==> src/irq_top_pkg.sv <==
// package for the top-level interrupt enable and pending block
// assumes a 32-bit apb slave and a single 20 MHz clock
package irq_top_pkg;
   localparam int NUM_SRC = 17;
   localparam logic [11:0] ENABLE_SET_OFS = 12'h100;
   localparam logic [11:0] ENABLE_CLEAR_OFS = 12'h180;
   localparam logic [11:0] PENDING_SET_OFS = 12'h200;
   localparam logic [11:0] PENDING_CLEAR_OFS = 12'h280;
   localparam logic [11:0] IRQ_STATUS_OFS = 12'h400;
   localparam logic [11:0] IRQ_MASK_OFS = 12'h404;
   localparam logic [16:0] ENABLE_RESET = 17'h0_0000;
   localparam logic [16:0] PENDING_RESET = 17'h0_0000;
   localparam logic [1:0] STAT_BITS = 2'h2;
   localparam int STAT_NEW_PEND = 0;
   localparam int STAT_REQ_RISE = 1;
   localparam int BIT_DEBUG = 16;
   localparam int BIT_EXT_D = 15;
   localparam int BIT_EXT_A = 12;
   localparam int BIT_ADC = 11;
   localparam int BIT_MAC_RX = 10;
   localparam int BIT_MAC_TMR = 8;
   localparam int BIT_SECURITY = 7;
   localparam int BIT_SERIAL_ONE = 5;
   localparam int BIT_SLEEP = 4;
   localparam int BIT_TIMER_ONE = 0;
endpackage

==> src/top_level_irq_enable_pend.sv <==
// The APB interface to the registers was chosen for this implementation.
`timescale 1ns/1ps
// top-level interrupt enable and pending controller, apb slave
// assumes level source lines synchronous to mclk_i and an apb master
// ***************************************************************
// ***************************************************************
module top_level_irq_enable_pend
   import irq_top_pkg::*;
(
   input wire logic mclk_i,
   input wire logic rstn_i,
   input wire logic psel_i,
   input wire logic penable_i,
   input wire logic pwrite_i,
   input wire logic [11:0] paddr_i,
   input wire logic [31:0] pwdata_i,
   input wire logic [16:0] src_level_i,
   output logic [31:0] prdata_o,
   output logic pready_o,
   output logic pslverr_o,
   output logic [16:0] cpu_irq_req_o,
   output logic irq_o
);
   // ***************************************************************
   // bus state
   // ***************************************************************
   typedef struct packed {
      logic [31:0] rdata;
      logic rdy;
      logic err;
      logic [16:0] req;
      logic [1:0] mask;
   } bus_state_t;
   bus_state_t s_q, s_d;
   logic [16:0] en_v, pd_v, req_v;
   logic [16:0] en_set, en_clr, pd_set, pd_clr;
   logic [1:0] status_v, events;
   logic irq_w, wr_acc, rd_acc, rd_stat, setup;
   logic [16:0] wbits;
   // one wait state: answer comes in the first access cycle's next edge
   assign setup = psel_i & penable_i & ~s_q.rdy;
   assign wr_acc = setup & pwrite_i;
   assign rd_acc = setup & ~pwrite_i;
   assign wbits = pwdata_i[16:0];
   assign rd_stat = rd_acc & (paddr_i == IRQ_STATUS_OFS);
   // ***************************************************************
   // write strobes per register
   // ***************************************************************
   always_comb begin
      en_set = '0;
      en_clr = '0;
      pd_set = '0;
      pd_clr = '0;
      if (wr_acc && paddr_i == ENABLE_SET_OFS) begin
         en_set = wbits;
      end else if (wr_acc && paddr_i == ENABLE_CLEAR_OFS) begin
         en_clr = wbits;
      end else if (wr_acc && paddr_i == PENDING_SET_OFS) begin
         pd_set = wbits;
      end else if (wr_acc && paddr_i == PENDING_CLEAR_OFS) begin
         pd_clr = wbits;
      end
   end
   // ***************************************************************
   // per-source bits: index equals source bit position
   // ***************************************************************
   for (genvar i = 0; i < NUM_SRC; i++) begin : g_src
      src_bit u_bit (
         .mclk_i(mclk_i),
         .rstn_i(rstn_i),
         .en_set_i(en_set[i]),
         .en_clr_i(en_clr[i]),
         .pd_set_i(pd_set[i]),
         .pd_clr_i(pd_clr[i]),
         .level_i(src_level_i[i]),
         .enable_o(en_v[i]),
         .pending_o(pd_v[i]),
         .request_o(req_v[i])
      );
   end
   // ***************************************************************
   // sticky events: any pend set write or live source level, and request rise
   // ***************************************************************
   assign events[STAT_NEW_PEND] = |(pd_set | src_level_i);
   assign events[STAT_REQ_RISE] = |(req_v & ~s_q.req);
   irq_sticky u_sticky (
      .mclk_i(mclk_i),
      .rstn_i(rstn_i),
      .event_i(events),
      .read_clr_i(rd_stat),
      .mask_i(s_q.mask),
      .status_o(status_v),
      .irq_o(irq_w)
   );
   // ***************************************************************
   // apb read mux and state update
   // ***************************************************************
   always_comb begin
      s_d = s_q;
      s_d.rdy = setup;
      s_d.err = 1'b0;
      s_d.req = req_v;
      if (wr_acc && paddr_i == IRQ_MASK_OFS) begin
         s_d.mask = pwdata_i[1:0];
      end
      if (setup) begin
         s_d.rdata = 32'h0000_0000;
         if (paddr_i == ENABLE_SET_OFS || paddr_i == ENABLE_CLEAR_OFS) begin
            s_d.rdata[16:0] = pwrite_i ? 17'h0_0000 : en_v;
         end else if (paddr_i == PENDING_SET_OFS) begin
            s_d.rdata[16:0] = pwrite_i ? 17'h0_0000 : pd_v;
         end else if (paddr_i == PENDING_CLEAR_OFS) begin
            s_d.rdata[16:0] = 17'h0_0000;
         end else if (paddr_i == IRQ_STATUS_OFS) begin
            s_d.rdata[1:0] = pwrite_i ? 2'h0 : status_v;
         end else if (paddr_i == IRQ_MASK_OFS) begin
            s_d.rdata[1:0] = pwrite_i ? 2'h0 : s_q.mask;
         end else begin
            s_d.err = 1'b1; // unmapped address
         end
      end
   end
   always_ff @(posedge mclk_i) begin
      if (!rstn_i) begin
         s_q <= '0;
      end else begin
         s_q <= s_d;
      end
   end
   assign prdata_o = s_q.rdata;
   assign pready_o = s_q.rdy;
   assign pslverr_o = s_q.err;
   assign cpu_irq_req_o = s_q.req;
   assign irq_o = irq_w;

   // ***************************************************************
   // per-source checks
   // ***************************************************************
   // same checks on every bit, so a crossed wire between sources shows up
   for (genvar i = 0; i < NUM_SRC; i++) begin : g_chk

   end
endmodule

==> src/src_bit.sv <==
`timescale 1ns/1ps
// one source's enable and pending flip-flops
// assumes decoded one-cycle write strobes from the register slave
module src_bit
   import irq_top_pkg::*;
(
   input wire logic mclk_i,
   input wire logic rstn_i,
   input wire logic en_set_i,
   input wire logic en_clr_i,
   input wire logic pd_set_i,
   input wire logic pd_clr_i,
   input wire logic level_i,
   output logic enable_o,
   output logic pending_o,
   output logic request_o
);
   typedef struct packed {
      logic en;
      logic pd;
   } bit_state_t;
   bit_state_t s_q, s_d;
   always_comb begin
      s_d = s_q;
      if (en_set_i) begin
         s_d.en = 1'b1;
      end else if (en_clr_i) begin
         s_d.en = 1'b0;
      end
      // level input wins over an unpend, so a live source is never lost
      if (pd_clr_i) begin
         s_d.pd = 1'b0;
      end
      if (pd_set_i || level_i) begin
         s_d.pd = 1'b1;
      end
   end
   always_ff @(posedge mclk_i) begin
      if (!rstn_i) begin
         s_q <= '0;
      end else begin
         s_q <= s_d;
      end
   end
   assign enable_o = s_q.en;
   assign pending_o = s_q.pd;
   assign request_o = s_q.en & s_q.pd;
endmodule

==> src/irq_sticky.sv <==
`timescale 1ns/1ps
// sticky event status with mask, cleared by reading
// assumes read_clr_i is a one-cycle pulse at the apb read edge
module irq_sticky
   import irq_top_pkg::*;
(
   input wire logic mclk_i,
   input wire logic rstn_i,
   input wire logic [1:0] event_i,
   input wire logic read_clr_i,
   input wire logic [1:0] mask_i,
   output logic [1:0] status_o,
   output logic irq_o
);
   typedef struct packed {
      logic [1:0] st;
      logic irq;
   } sticky_state_t;
   sticky_state_t s_q, s_d;
   always_comb begin
      s_d = s_q;
      // set beats the read clear in the same cycle
      if (read_clr_i) begin
         s_d.st = 2'h0;
      end
      s_d.st = s_d.st | event_i;
      s_d.irq = |(s_d.st & mask_i);
   end
   always_ff @(posedge mclk_i) begin
      if (!rstn_i) begin
         s_q <= '0;
      end else begin
         s_q <= s_d;
      end
   end
   assign status_o = s_q.st;
   assign irq_o = s_q.irq;
endmodule

==> config.mk <==
export PLATFORM = sky130hd
export DESIGN_NAME = top_level_irq_enable_pend
export DESIGN_NICKNAME = d
export VERILOG_FILES = /design/src/irq_top_pkg.sv /design/src/top_level_irq_enable_pend.sv /design/src/src_bit.sv /design/src/irq_sticky.sv
export SDC_FILE = /design/constraint.sdc
export NUM_CORES = 1
export LEC_CHECK = 0
export BUFFER_PORTS_ARGS = -buffer_cell sky130_fd_sc_hd__buf_4
export CORE_MARGIN = 10
export CORE_UTILIZATION = 42
export CTS_CLUSTER_SIZE = 10
export DETAILED_ROUTE_END_ITERATION = 10
export HOLD_SLACK_MARGIN = 0.15
export PLACE_DENSITY = 0.7
export SLEW_MARGIN = 10
export SYNTH_ARGS = -nofsm -noshare
export SYNTH_HDL_FRONTEND = slang
export SYNTH_SLANG_ARGS = --single-unit
==> constraint.sdc <==
create_clock -name mclk_i -period 2.03 [get_ports mclk_i]
set_clock_uncertainty 0.1 [all_clocks]
set_input_delay 0.3045 -clock mclk_i [delete_from_list [all_inputs] [get_ports mclk_i]]
set_output_delay 0.3045 -clock mclk_i [all_outputs]
set_load 0.02 [all_outputs]
[After elaboration in Yosys (flattened, before gate mapping)]
Index checks and enable logic that the tools add are counted.
Operators by class
  equal/unequal tests: 6
  muxes and demuxes: 89
  bitwise gates (word level): 31
  reduce and logical (&&, ||, !) cells: 61
Operators with widths (number)
  17-bit 2-to-1 mux: 14
  1-bit 2-to-1 mux: 69
  2-bit nonzero test: 34
  17-bit OR reduction: 2
  12-bit by 10-bit == test with 1-bit output, second input constant: 2
  12-bit by 11-bit == test with 1-bit output, second input constant: 2
  12-bit by 9-bit == test with 1-bit output, second input constant: 2
  1-bit AND: 22
  1-bit logical OR: 18
  17-bit AND: 1
  17-bit NOT: 1
  17-bit OR: 1
  2-bit 2-to-1 mux: 6
  6-bit OR reduction: 1
  1-bit logical AND: 5
  1-bit NOT: 4
  2-bit AND: 1
  2-bit OR: 1
  2-bit OR reduction: 1
Storage, ports and cells
  register bits: 75
  output and inout port bits: 52

[Depth between registers and ports, before layout]
Gate-level depths: netlist of the first run.
  depth after elaboration: 12
  gate-level depth with buffers: 7
  depth with buffers taken out: 5

[Modules after synthesis]
A second synthesis of the first run with hierarchy kept.
Unflattened totals
  cells, all modules: 461
  area total of the unflattened synthesis: 4050.1 um2
Modules (own cells, without submodules)
  top_level_irq_enable_pend: instances 1, cells each 331, area an instance 2517.4 um2, sequential area each 760.7 um2
  src_bit: instances 17, cells each 7, area an instance 83.8 um2, sequential area each 40.0 um2
  irq_sticky: instances 1, cells each 11, area an instance 107.6 um2, sequential area each 60.1 um2

[Worst setup path after synthesis of the first run]
OpenSTA, ideal clock, no wires.
  path type: input port to flip-flop
  start point: input port paddr_i[8]
  end point: register g_src[0].u_bit.s_q (netlist bit g_src[0].u_bit.pending_o)
  setup time: 120 ps
  data arrival time: 1746 ps
  required time: 1810 ps
  path slack: 64 ps
  cell stages on the path: 7
  path through: or4b_4 > buf_6 > or3_1 > clkbuf_1 > buf_2 > o21ai_1 > a21boi_1
On the way
  word-level cells in the longest chain between the ends: 7
RTL lines
  from (decl): RTL line top_level_irq_enable_pend.sv:15  | input wire logic [11:0] paddr_i,
  12-bit by 10-bit == test with 1-bit output, on equally long branches: RTL line top_level_irq_enable_pend.sv:60, top_level_irq_enable_pend.sv:58
  1-bit logical AND, on equally long branches: RTL line top_level_irq_enable_pend.sv:60, top_level_irq_enable_pend.sv:58
  17-bit 2-to-1 mux, on equally long branches: RTL line top_level_irq_enable_pend.sv:60, top_level_irq_enable_pend.sv:58
  17-bit 2-to-1 mux, on equally long branches: RTL line top_level_irq_enable_pend.sv:58, top_level_irq_enable_pend.sv:56
  17-bit 2-to-1 mux, on equally long branches: RTL line top_level_irq_enable_pend.sv:56, top_level_irq_enable_pend.sv:54
  17-bit 2-to-1 mux / 1-bit logical OR (equally long branches): RTL line top_level_irq_enable_pend.sv:54, src_bit.sv:34
  2-bit nonzero test (no source line) / 1-bit 2-to-1 mux (equally long branches)
  to (signal assigned): RTL line src_bit.sv:40  | s_q <= '0;
  to (signal assigned): RTL line src_bit.sv:42  | s_q <= s_d;
  to (decl): RTL line src_bit.sv:22  | bit_state_t s_q, s_d;
Several ways; a longest one is shown, not always the timed one.
A chain may end at the register's enable or synchronous reset.

[Worst setup path after layout of the first run]
  start point: input port src_level_i[2]
  end point: register u_sticky.s_q (netlist bit u_sticky.irq_o)
On the way
  word-level cells in the longest chain between the ends: 5
RTL lines
  from (decl): RTL line top_level_irq_enable_pend.sv:17  | input wire logic [16:0] src_level_i,
  17-bit OR: RTL line top_level_irq_enable_pend.sv:84  | assign events[STAT_NEW_PEND] = |(pd_set | src_level_i);
  17-bit OR reduction: RTL line top_level_irq_enable_pend.sv:84
  2-bit OR: RTL line irq_sticky.sv:26  | s_d.st = s_d.st | event_i;
  2-bit AND: RTL line irq_sticky.sv:27  | s_d.irq = |(s_d.st & mask_i);
  2-bit OR reduction: RTL line irq_sticky.sv:27
  to (signal assigned): RTL line irq_sticky.sv:31  | s_q <= '0;
  to (signal assigned): RTL line irq_sticky.sv:33  | s_q <= s_d;
  to (decl): RTL line irq_sticky.sv:19  | sticky_state_t s_q, s_d;
No other way between the ends.

==> flow_summary.ini, run 1 <==
[drt]
vias = 3604
drc_errors = 0
drt_wl_total_um = 11440
post_drt_via_cell_ratio = 5.461
drt-initial-drc-count = 317
dr.pass1.iters = 5
avgRoutedWirePerCell_um = 17.34
ant_nets = 0

[synthesis]
ys_seq_area_frac = 0.3992
syn_area_mm2 = 0.003761
synthTopCellsByCount = dfxtp_1, buf_4, nand2_1, a21boi_1, o21ai_0
syn_inst = 449
synth_top_area_cell = dfxtp_1
netlist.area_leader.share = 0.3992
synthArstFlopShare = 0
synthFlopType = dfxtp_1
synth-edff-count = 0
synth_area_per_cell_um2 = 8.377
synth.distinct_cells = 46
synth.most_common_cell = dfxtp_1
synth.area.top_cells = dfxtp_1, buf_4, a21boi_1, nand2_1, o21ai_0
ys_warn_count = 0
ys_seq_elements = 75

[global_routing]
grt_pass1_vias = 3535
track_usage = 0.1703
grt.overflow.total = 0
grt_start_max_net_pins = 54
antenna_found_initial = 0
grt_pass1_wl_um = 18040

[clocking]
clock-sinks = 75
cts_root_buffer = clkbuf_8
cts_inserted_buffers = 9
htreeDepth = 3
cts_tree = yes
cts.clk_slew.worst_paths_ns = 0.08
post-cts-setup-buffer-count = 0
clock_insertion_delay_worst_skew_ns = 0.35
clockBufferDepth = 2

[cells_and_area]
layout-drive-gt1-share = 0.2554
multiInputGateArea_mm2 = 0.001785
nNetsFinal = 613
seqCellArea_mm2 = 0.001501
diodes = 0
fill_cells = 783
area_delta_synth_final_pct = 31.47
layoutNonFillerInstCount = 660

[sta]
finalSetupViolCount = 0
timing.fmax_ghz = 0.5121
rsz0062_at_grt = no
hold_violations = 0
fin_crit_sh = 0.9619
slew_violations = 0
min_period_ns = 1.953
holdWs_ns = 0.1641

[worst_setup_path]
crit_slowest_cell = dlygate4sd3_1
cp_cell_sequence = dlygate4sd3_1, buf_4, nor4_1, nand4_1, o41ai_2, o311ai_1, or2_1
reg2reg_from = pready_o$_SDFF_PN0_
end_kind = flop
cp_max_fo = 2
crit_path_start_kind = primary input
crit_arrival_ns = 2.09
worstSetupStartpoint = src_level_i[2]
max_stage_delay_ns = 0.54
criticalPathCategory = in2reg
worstPathRequired_ns = 2.17

[power]
power_density_mw_per_mm2 = 641.8
power_frac_clock = 0.416
p_leak_nw = 2.066
combPwrFrac = 0.105
power.share.switching = 0.2382
p_sw_mw = 0.7560
power.internal_mw = 2.417
ir_worst_vdd_v = 0.0002730
seqPwrFrac = 0.479

[min_path]
worstHoldStart = pwdata_i[14]
min_path_type = in2reg

[job]
max_cap_viol_count = 0

[placed_design]
dp_hpwl_um = 8342
placedCellCount = 613
portBuffers = 87
gp_congestion = 0.9009

[floorplanning]
ios = 118
die-area_mm2 = 0.01314
start_util = 0.4313
core_area_mm2 = 0.008721
rows = 34
dieHeight_um = 114.6
fp.dieW_um = 114.6

[status]
status = complete, no violations
==> worst max-delay path: cells and delay by family <==
family          cells  cell delay, ns
compound gates      2            0.39
simple gates        3            0.72
buf+inv             2            0.69
==> per-stage QoR <==
| step | TNS [ns] | util | setup slack [ns] | area (um2) | power (mW) |
|---|---|---|---|---|---|
| 3_3_place_gp | -1.662 | 0.5014 | -0.09993 | 4373 | 1.821 |
| 3_5_place_dp | -2.613 | 0.5014 | -0.1810 | 4373 | 1.830 |
| 2_1_floorplan | 0 | - | 0.06442 | 3814 | 1.694 |
| 5_1_grt | 0 | 0.5670 | 0.001603 | 4945 | 3.275 |
| 4_1_cts | 0 | 0.5654 | 0.01783 | 4931 | 3.179 |
| 6_report | 0 | 0.5670 | 0.07740 | 4945 | 3.173 |
==> worst paths after layout <==
check                                                              end  slack, ns  cells after the start
worst max register to register               u_sticky.irq_o$_SDFF_PN0_       0.21                      5
worst min register to register                prdata_o[0]$_SDFFE_PN0N_       0.37                      2
worst max-delay path                         u_sticky.irq_o$_SDFF_PN0_       0.08                      7
worst min-delay path            g_src[14].u_bit.pending_o$_SDFFE_PN0P_       0.16                      3
==> routing by layer <==
layer	up-vias	GRT usage	routed length, um
met5	-	0	0
met4	0	0.07018	182
met1	1737	0.2157	4998
li1	1716	-	-
met2	134	0.2729	5499
met3	17	0.03669	761
==> logic make-up (layout without fill, tap and decap cells) <==
family | after synthesis | after routing | synth area share
muxes | 2 | 2 | 0.005323
AOI/OAI and AO/OA | 140 | 140 | 0.2339
and+or+nand+nor | 138 | 138 | 0.2136
other | 1 | 15 | 0.0009970
buffers and inverters | 93 | 182 | 0.1470
DFF | 75 | 75 | 0.3992
==> flip-flops by register name, summed over array words and instances (netlist names) <==
signal and count:
cpu_irq_req_o 17, g_src.u_bit.enable_o 17, g_src.u_bit.pending_o 17, prdata_o 17, pready_o 1, pslverr_o 1
s_q 2, u_sticky.irq_o 1, u_sticky.status_o 2
==> cell usage in the layout (no fill, tap or decap), types with 2 or more instances in the layout <==
cell and n:
a21boi_1 34, a21oi_1 18, a22oi_1 15, and2_1 18, and3_1 18, buf_12 4, buf_4 106, bufinv_16 2
clkbuf_8 11, conb_1 15, dfxtp_1 75, dlygate4sd3_1 32, inv_1 23, mux2i_1 2, nand2_1 46, nand3_1 8
nand3b_1 8, nand4_1 2, nor2_1 6, nor3_1 5, nor3_2 2, nor4_1 4, nor4_2 4, nor4_4 2
o2111ai_1 2, o211ai_1 2, o21ai_0 33, o21ai_1 22, o221ai_1 2, o22ai_1 4, o311ai_0 2, or2_1 2
or3_1 3, or4_1 2, or4_4 2
==> layout make-up <==
| type | count | area share |
|---|---|---|
| multi-input cells | 295 | 0.3611 |
| flip-flops and latches | 75 | 0.3036 |
| repair buffers | 143 | 0.2444 |
| clock buffers | 12 | 0.03138 |
| well taps | 108 | 0.02733 |
| inverters | 23 | 0.01746 |
| clock inverters | 4 | 0.01468 |
==> power groups by stage <==
| stage | clock network (mW) | logic (mW) | registers (mW) |
|---|---|---|---|
| 5_1_grt | 1.39 | 0.360 | 1.52 |
| 4_1_cts | 1.33 | 0.327 | 1.52 |
| 3_5_place_dp | 0 | 0.275 | 1.56 |
| 2_1_floorplan | 0 | 0.144 | 1.55 |
| 6_report | 1.32 | 0.332 | 1.52 |
| 3_3_place_gp | 0 | 0.267 | 1.55 |
==> timing repair <==
action | 4_1_cts | 5_1_grt
hold buffers | 33 | 0
setup endpoints to repair | 0 | 2
endpoints found under the hold margin | 33 | 0
resized for setup | 0 | 5
No activity file was read; power rests on OpenSTA's default activity.
==> run 2, diff against run 1 <==
CORE_UTILIZATION = 47   (was 42)
PLACE_DENSITY = 0.76   (was 0.7)
SYNTH_HIERARCHICAL = 1   (was not set)
==> flow_summary.ini, run 2 <==
[status]
status = complete, no violations

[sta]
min_period_ns = 1.919
final.setup.tns_ns = 0
timing.fmax_ghz = 0.5211
holdWs_ns = 0.1906
slew_violations = 0
fin_crit_sh = 0.9453
rsz0062_at_grt = no
hold_violations = 0
finalSetupViolCount = 0

[global_routing]
grt.overflow.total = 0
grt_pass1_wl_um = 18290
antenna_found_initial = 0
track_usage = 0.1745
grt_pass1_vias = 3585
grt_start_max_net_pins = 36

[worst_setup_path]
worstPathRequired_ns = 2.16
crit_path_start_kind = flop
cp_cell_sequence = and3b_2, nand2_1, or3_1, buf_12, nand2_1, nor2_1, o31a_1
crit_slowest_cell = or3_1
crit_arrival_ns = 2.05
cp_top_family = simple AND/OR/NAND/NOR gates
end_kind = flop
critPathBufInv = 1
max_stage_delay_ns = 0.42
path_common_cell = nand2_1
cp_max_fo = 17
criticalPathCategory = reg2reg

[synthesis]
synth_area_per_cell_um2 = 8.786
synth.area.top_cells = dfxtp_1, buf_4, nor2b_4, nor2_1, and2_1
ys_seq_area_frac = 0.3707
ys_seq_elements = 75
syn_inst = 461
syn_area_mm2 = 0.004050
synthArstFlopShare = 0
synthFlopType = dfxtp_1
netlist.area_leader.share = 0.3707
synthTopCellsByCount = dfxtp_1, nor2_1, buf_4, and2_1, inv_1
synth.most_common_cell = dfxtp_1
ys_warn_count = 6
synth.distinct_cells = 44
synth_top_area_cell = dfxtp_1
synth-edff-count = 0

[power]
ir_worst_vdd_v = 0.0003902
power_density_mw_per_mm2 = 633.1
p_leak_nw = 2.367

[drt]
post_drt_via_cell_ratio = 5.226
avgRoutedWirePerCell_um = 17.03
vias = 3496
drt-initial-drc-count = 245
drc_errors = 0
ant_nets = 0
dr.pass1.iters = 5
drt_wl_total_um = 11390

[cells_and_area]
final_core_util = 0.6183
layoutNonFillerInstCount = 669
final_cell_mix = buf_4, dfxtp_1, nor2_1, and2_1, inv_1
final_area_mm2 = 0.005131
diodes = 0
nNetsFinal = 625
mostFrequentLayoutCell = buf_4
area_delta_synth_final_pct = 26.69
layout-drive-gt1-share = 0.3280

[floorplanning]
fp.dieW_um = 112.8
rows = 33
dieHeight_um = 112.8
ios = 118
start_util = 0.4880
die-area_mm2 = 0.01273
core_area_mm2 = 0.008299

[clocking]
cts_root_buffer = clkbuf_8
cts_tree = yes
cts_inserted_buffers = 9
clock-sinks = 75
post-cts-setup-buffer-count = 0
cts.clk_slew.worst_paths_ns = 0.08
htreeDepth = 3
clock_insertion_delay_worst_skew_ns = 0.34
clockBufferDepth = 2

[placed_design]
portBuffers = 87
placed_cell_area_mm2 = 0.004711
placedCellCount = 636
dp_hpwl_um = 8469
gp_congestion = 0.8702

[min_path]
min_path_type = in2reg

[job]
max_cap_viol_count = 0
-- run 2: path summary, 6_finish.rpt --
path	slack, ns	depth (start not counted)	to	from
max	0.11	7	g_src[10].u_bit/pending_o$_SDFFE_PN0P_	pready_o$_SDFF_PN0_
min	0.19	3	g_src[8].u_bit/enable_o$_SDFFE_PN0P_	pwdata_i[8]
max reg2reg	0.11	7	g_src[10].u_bit/pending_o$_SDFFE_PN0P_	pready_o$_SDFF_PN0_
min reg2reg	0.38	2	prdata_o[12]$_SDFFE_PN0N_	g_src[12].u_bit/enable_o$_SDFFE_PN0P_
-- run 2: where the power goes --
group / internal, mW / switching (mW)
registers: 1.50 / 0.0208
logic: 0.177 / 0.154
clock network: 0.852 / 0.548
-- run 2: per-stage QoR --
step	power, mW	setup WS, ns
2_1_floorplan	1.705	-0.009557
3_3_place_gp	1.841	-0.1727
3_5_place_dp	1.850	-0.1991
4_1_cts	3.255	0.01254
5_1_grt	3.360	0.02709
6_report	3.249	0.1111
-- run 2: repair_timing --
item                                    in CTS  in global routing
hold buffers                                17                  0
resized for setup                            0                  3
hold endpoints to repair                    17                  0
endpoints found under the setup margin       0                  3
-- run 2: routing by layer --
layer	vias up	track usage	part of all wire
li1	1691	-	-
met1	1637	0.2127	0.44
met2	148	0.2922	0.48
met3	20	0.03803	0.069
met4	0	0.06768	0.017
met5	-	0	0
-- run 2: cell type report --
type                       instances  area, um2
sequential                        75       1501
multi-input combinational        303       2047
tap                              105      131.4
clock buffer                      12      145.1
timing repair buffer             134       1074
inverter                          36      135.1
clock inverter                     4      97.59
fill                             707       3168
-- run 2: logic make-up after synthesis --
family | after synthesis | share of synthesized area
muxes | 2 | 0.004943
xor gates and xnor gates | 1 | 0.002163
and+or+nand+nor | 215 | 0.3383
AOI/OAI and AO/OA | 70 | 0.1415
other | 1 | 0.0009259
DFF | 75 | 0.3707
buffers and inverters | 97 | 0.1415
-- run 2: tightest hold or removal path, stage by stage --
cell and delay [ns]:
buf_4 0.09, and2_1 0.11, o21a_1 0.11
==> run 3, diff against run 2 <==
ABC_CLOCK_PERIOD_IN_PS = 2070   (was not set)
CORE_UTILIZATION = 52   (was 47)
PLACE_DENSITY = 0.8   (was 0.76)
clock period = 2.07 ns   (was 2.03 ns; I/O delays follow)
==> flow_summary.ini, run 3 (same netlist as run 2, synthesis figures left out) <==
[global_routing]
grt_pass1_vias = 3678
antenna_found_initial = 0
grt_start_max_net_pins = 48
grt.overflow.total = 0
track_usage = 0.1913
grt_pass1_wl_um = 17880

[floorplanning]
die-area_mm2 = 0.01172
dieHeight_um = 108.3
fp.dieW_um = 108.3
ios = 118
core_area_mm2 = 0.007647
rows = 32
start_util = 0.5296

[sta]
fin_crit_sh = 0.9417
min_period_ns = 1.949
slew_violations = 0
hold_violations = 0
holdWs_ns = 0.1905
finalSetupViolCount = 0
timing.fmax_ghz = 0.5130
rsz0062_at_grt = no
layout_setup_ws_ns = 0.1207

[worst_setup_path]
crit_arrival_ns = 2.08
end_kind = flop
r2r_slack_ns = 0.13
criticalPathCategory = in2reg
cp_max_fo = 2
worstPathRequired_ns = 2.20
crit_path_start_kind = primary input

[clocking]
clock-sinks = 75
cts_inserted_buffers = 9
htreeDepth = 3
cts_tree = yes
clockBufferDepth = 2
cts_root_buffer = clkbuf_8
cts.clk_slew.worst_paths_ns = 0.08
clock_insertion_delay_worst_skew_ns = 0.35

[cells_and_area]
area_delta_synth_final_pct = 25.73
final_core_util = 0.6659
mostFrequentLayoutCell = buf_4
nNetsFinal = 623
layout-drive-gt1-share = 0.3238
layoutNonFillerInstCount = 664
final_cell_mix = buf_4, dfxtp_1, nor2_1, and2_1, inv_1
diodes = 0

[drt]
drc_errors = 0
vias = 3484
drt_wl_total_um = 11270
drt-initial-drc-count = 208
ant_nets = 0
dr.pass1.iters = 5
avgRoutedWirePerCell_um = 16.98
post_drt_via_cell_ratio = 5.247

[job]
max_cap_viol_count = 0

[power]
p_leak_nw = 2.344
power_density_mw_per_mm2 = 598.4
ir_worst_vdd_v = 0.0004934

[placed_design]
pre_cts_slack_ns = -0.1583
gp_congestion = 0.8985
dp_hpwl_um = 8248
placedCellCount = 631
portBuffers = 87

[min_path]
min_path_type = in2reg

[status]
status = complete, no violations
==> run 3: cell types whose count changed in the layout (fill, tap and decap cells not counted), sizes merged <==
cell      change
buf           -2
clkbuf        -2
bufinv        -1
clkinvlp      +3
==> run 3: metrics by stage <==
step / total power, mW / instance area, um2 / TNS, ns
2_1_floorplan: 1.671 / 4113 / 0
3_3_place_gp: 1.802 / 4698 / -1.653
3_5_place_dp: 1.811 / 4698 / -2.546
4_1_cts: 3.047 / 5086 / 0
5_1_grt: 3.162 / 5092 / 0
6_report: 3.047 / 5092 / 0
==> run 3: final timing paths <==
path                            start                                      to  cells after the start
max reg2reg       pready_o$_SDFF_PN0_  g_src[12].u_bit/pending_o$_SDFFE_PN0P_                      7
min                            rstn_i             cpu_irq_req_o[1]$_SDFF_PN0_                      2
max                    src_level_i[3]               u_sticky/irq_o$_SDFF_PN0_                      8
min reg2reg  prdata_o[1]$_SDFFE_PN0N_                prdata_o[1]$_SDFFE_PN0N_                      2
==> run 3: repair_timing <==
item                       4_1_cts  5_1_grt
setup endpoints to repair        0        2
buffers inserted                 0        0
hold buffers                    17        0
gates resized for setup          0        2
hold endpoints to repair        17        0
==> run 3: routing by layer <==
| metal | wire length, um | track usage | up-vias | share of wire |
|---|---|---|---|---|
| met5 | 0 | 0 | - | 0 |
| met4 | 229 | 0.08569 | 0 | 0.020 |
| met3 | 900 | 0.04700 | 18 | 0.080 |
| met2 | 5436 | 0.3194 | 138 | 0.48 |
| met1 | 4707 | 0.2278 | 1648 | 0.42 |
| li1 | - | - | 1680 | - |
==> run 3: area by class of cell <==
cell class | instances | area, um2
inverter | 36 | 135.1
sequential | 75 | 1501
multi-input combinational | 303 | 2039
tap | 102 | 127.6
timing repair buffer | 132 | 1071
fill | 632 | 2555
clock buffer | 10 | 127.6
clock inverter | 6 | 90.09
==> run 3: report_power, final <==
part / leakage (nW) / switching, mW / internal (mW)
Combinational: 1.64 / 0.152 / 0.172
Clock: 0.0947 / 0.558 / 0.679
Sequential: 0.610 / 0.0193 / 1.47
==> run 3: critical path, stage by stage <==
cell and delay (ns):
dlygate4sd3_1 0.54, buf_4 0.14, nor4_1 0.32, nand4_1 0.16
nor4_2 0.20, o21ai_1 0.17, a21oi_2 0.15, o22ai_1 0.09
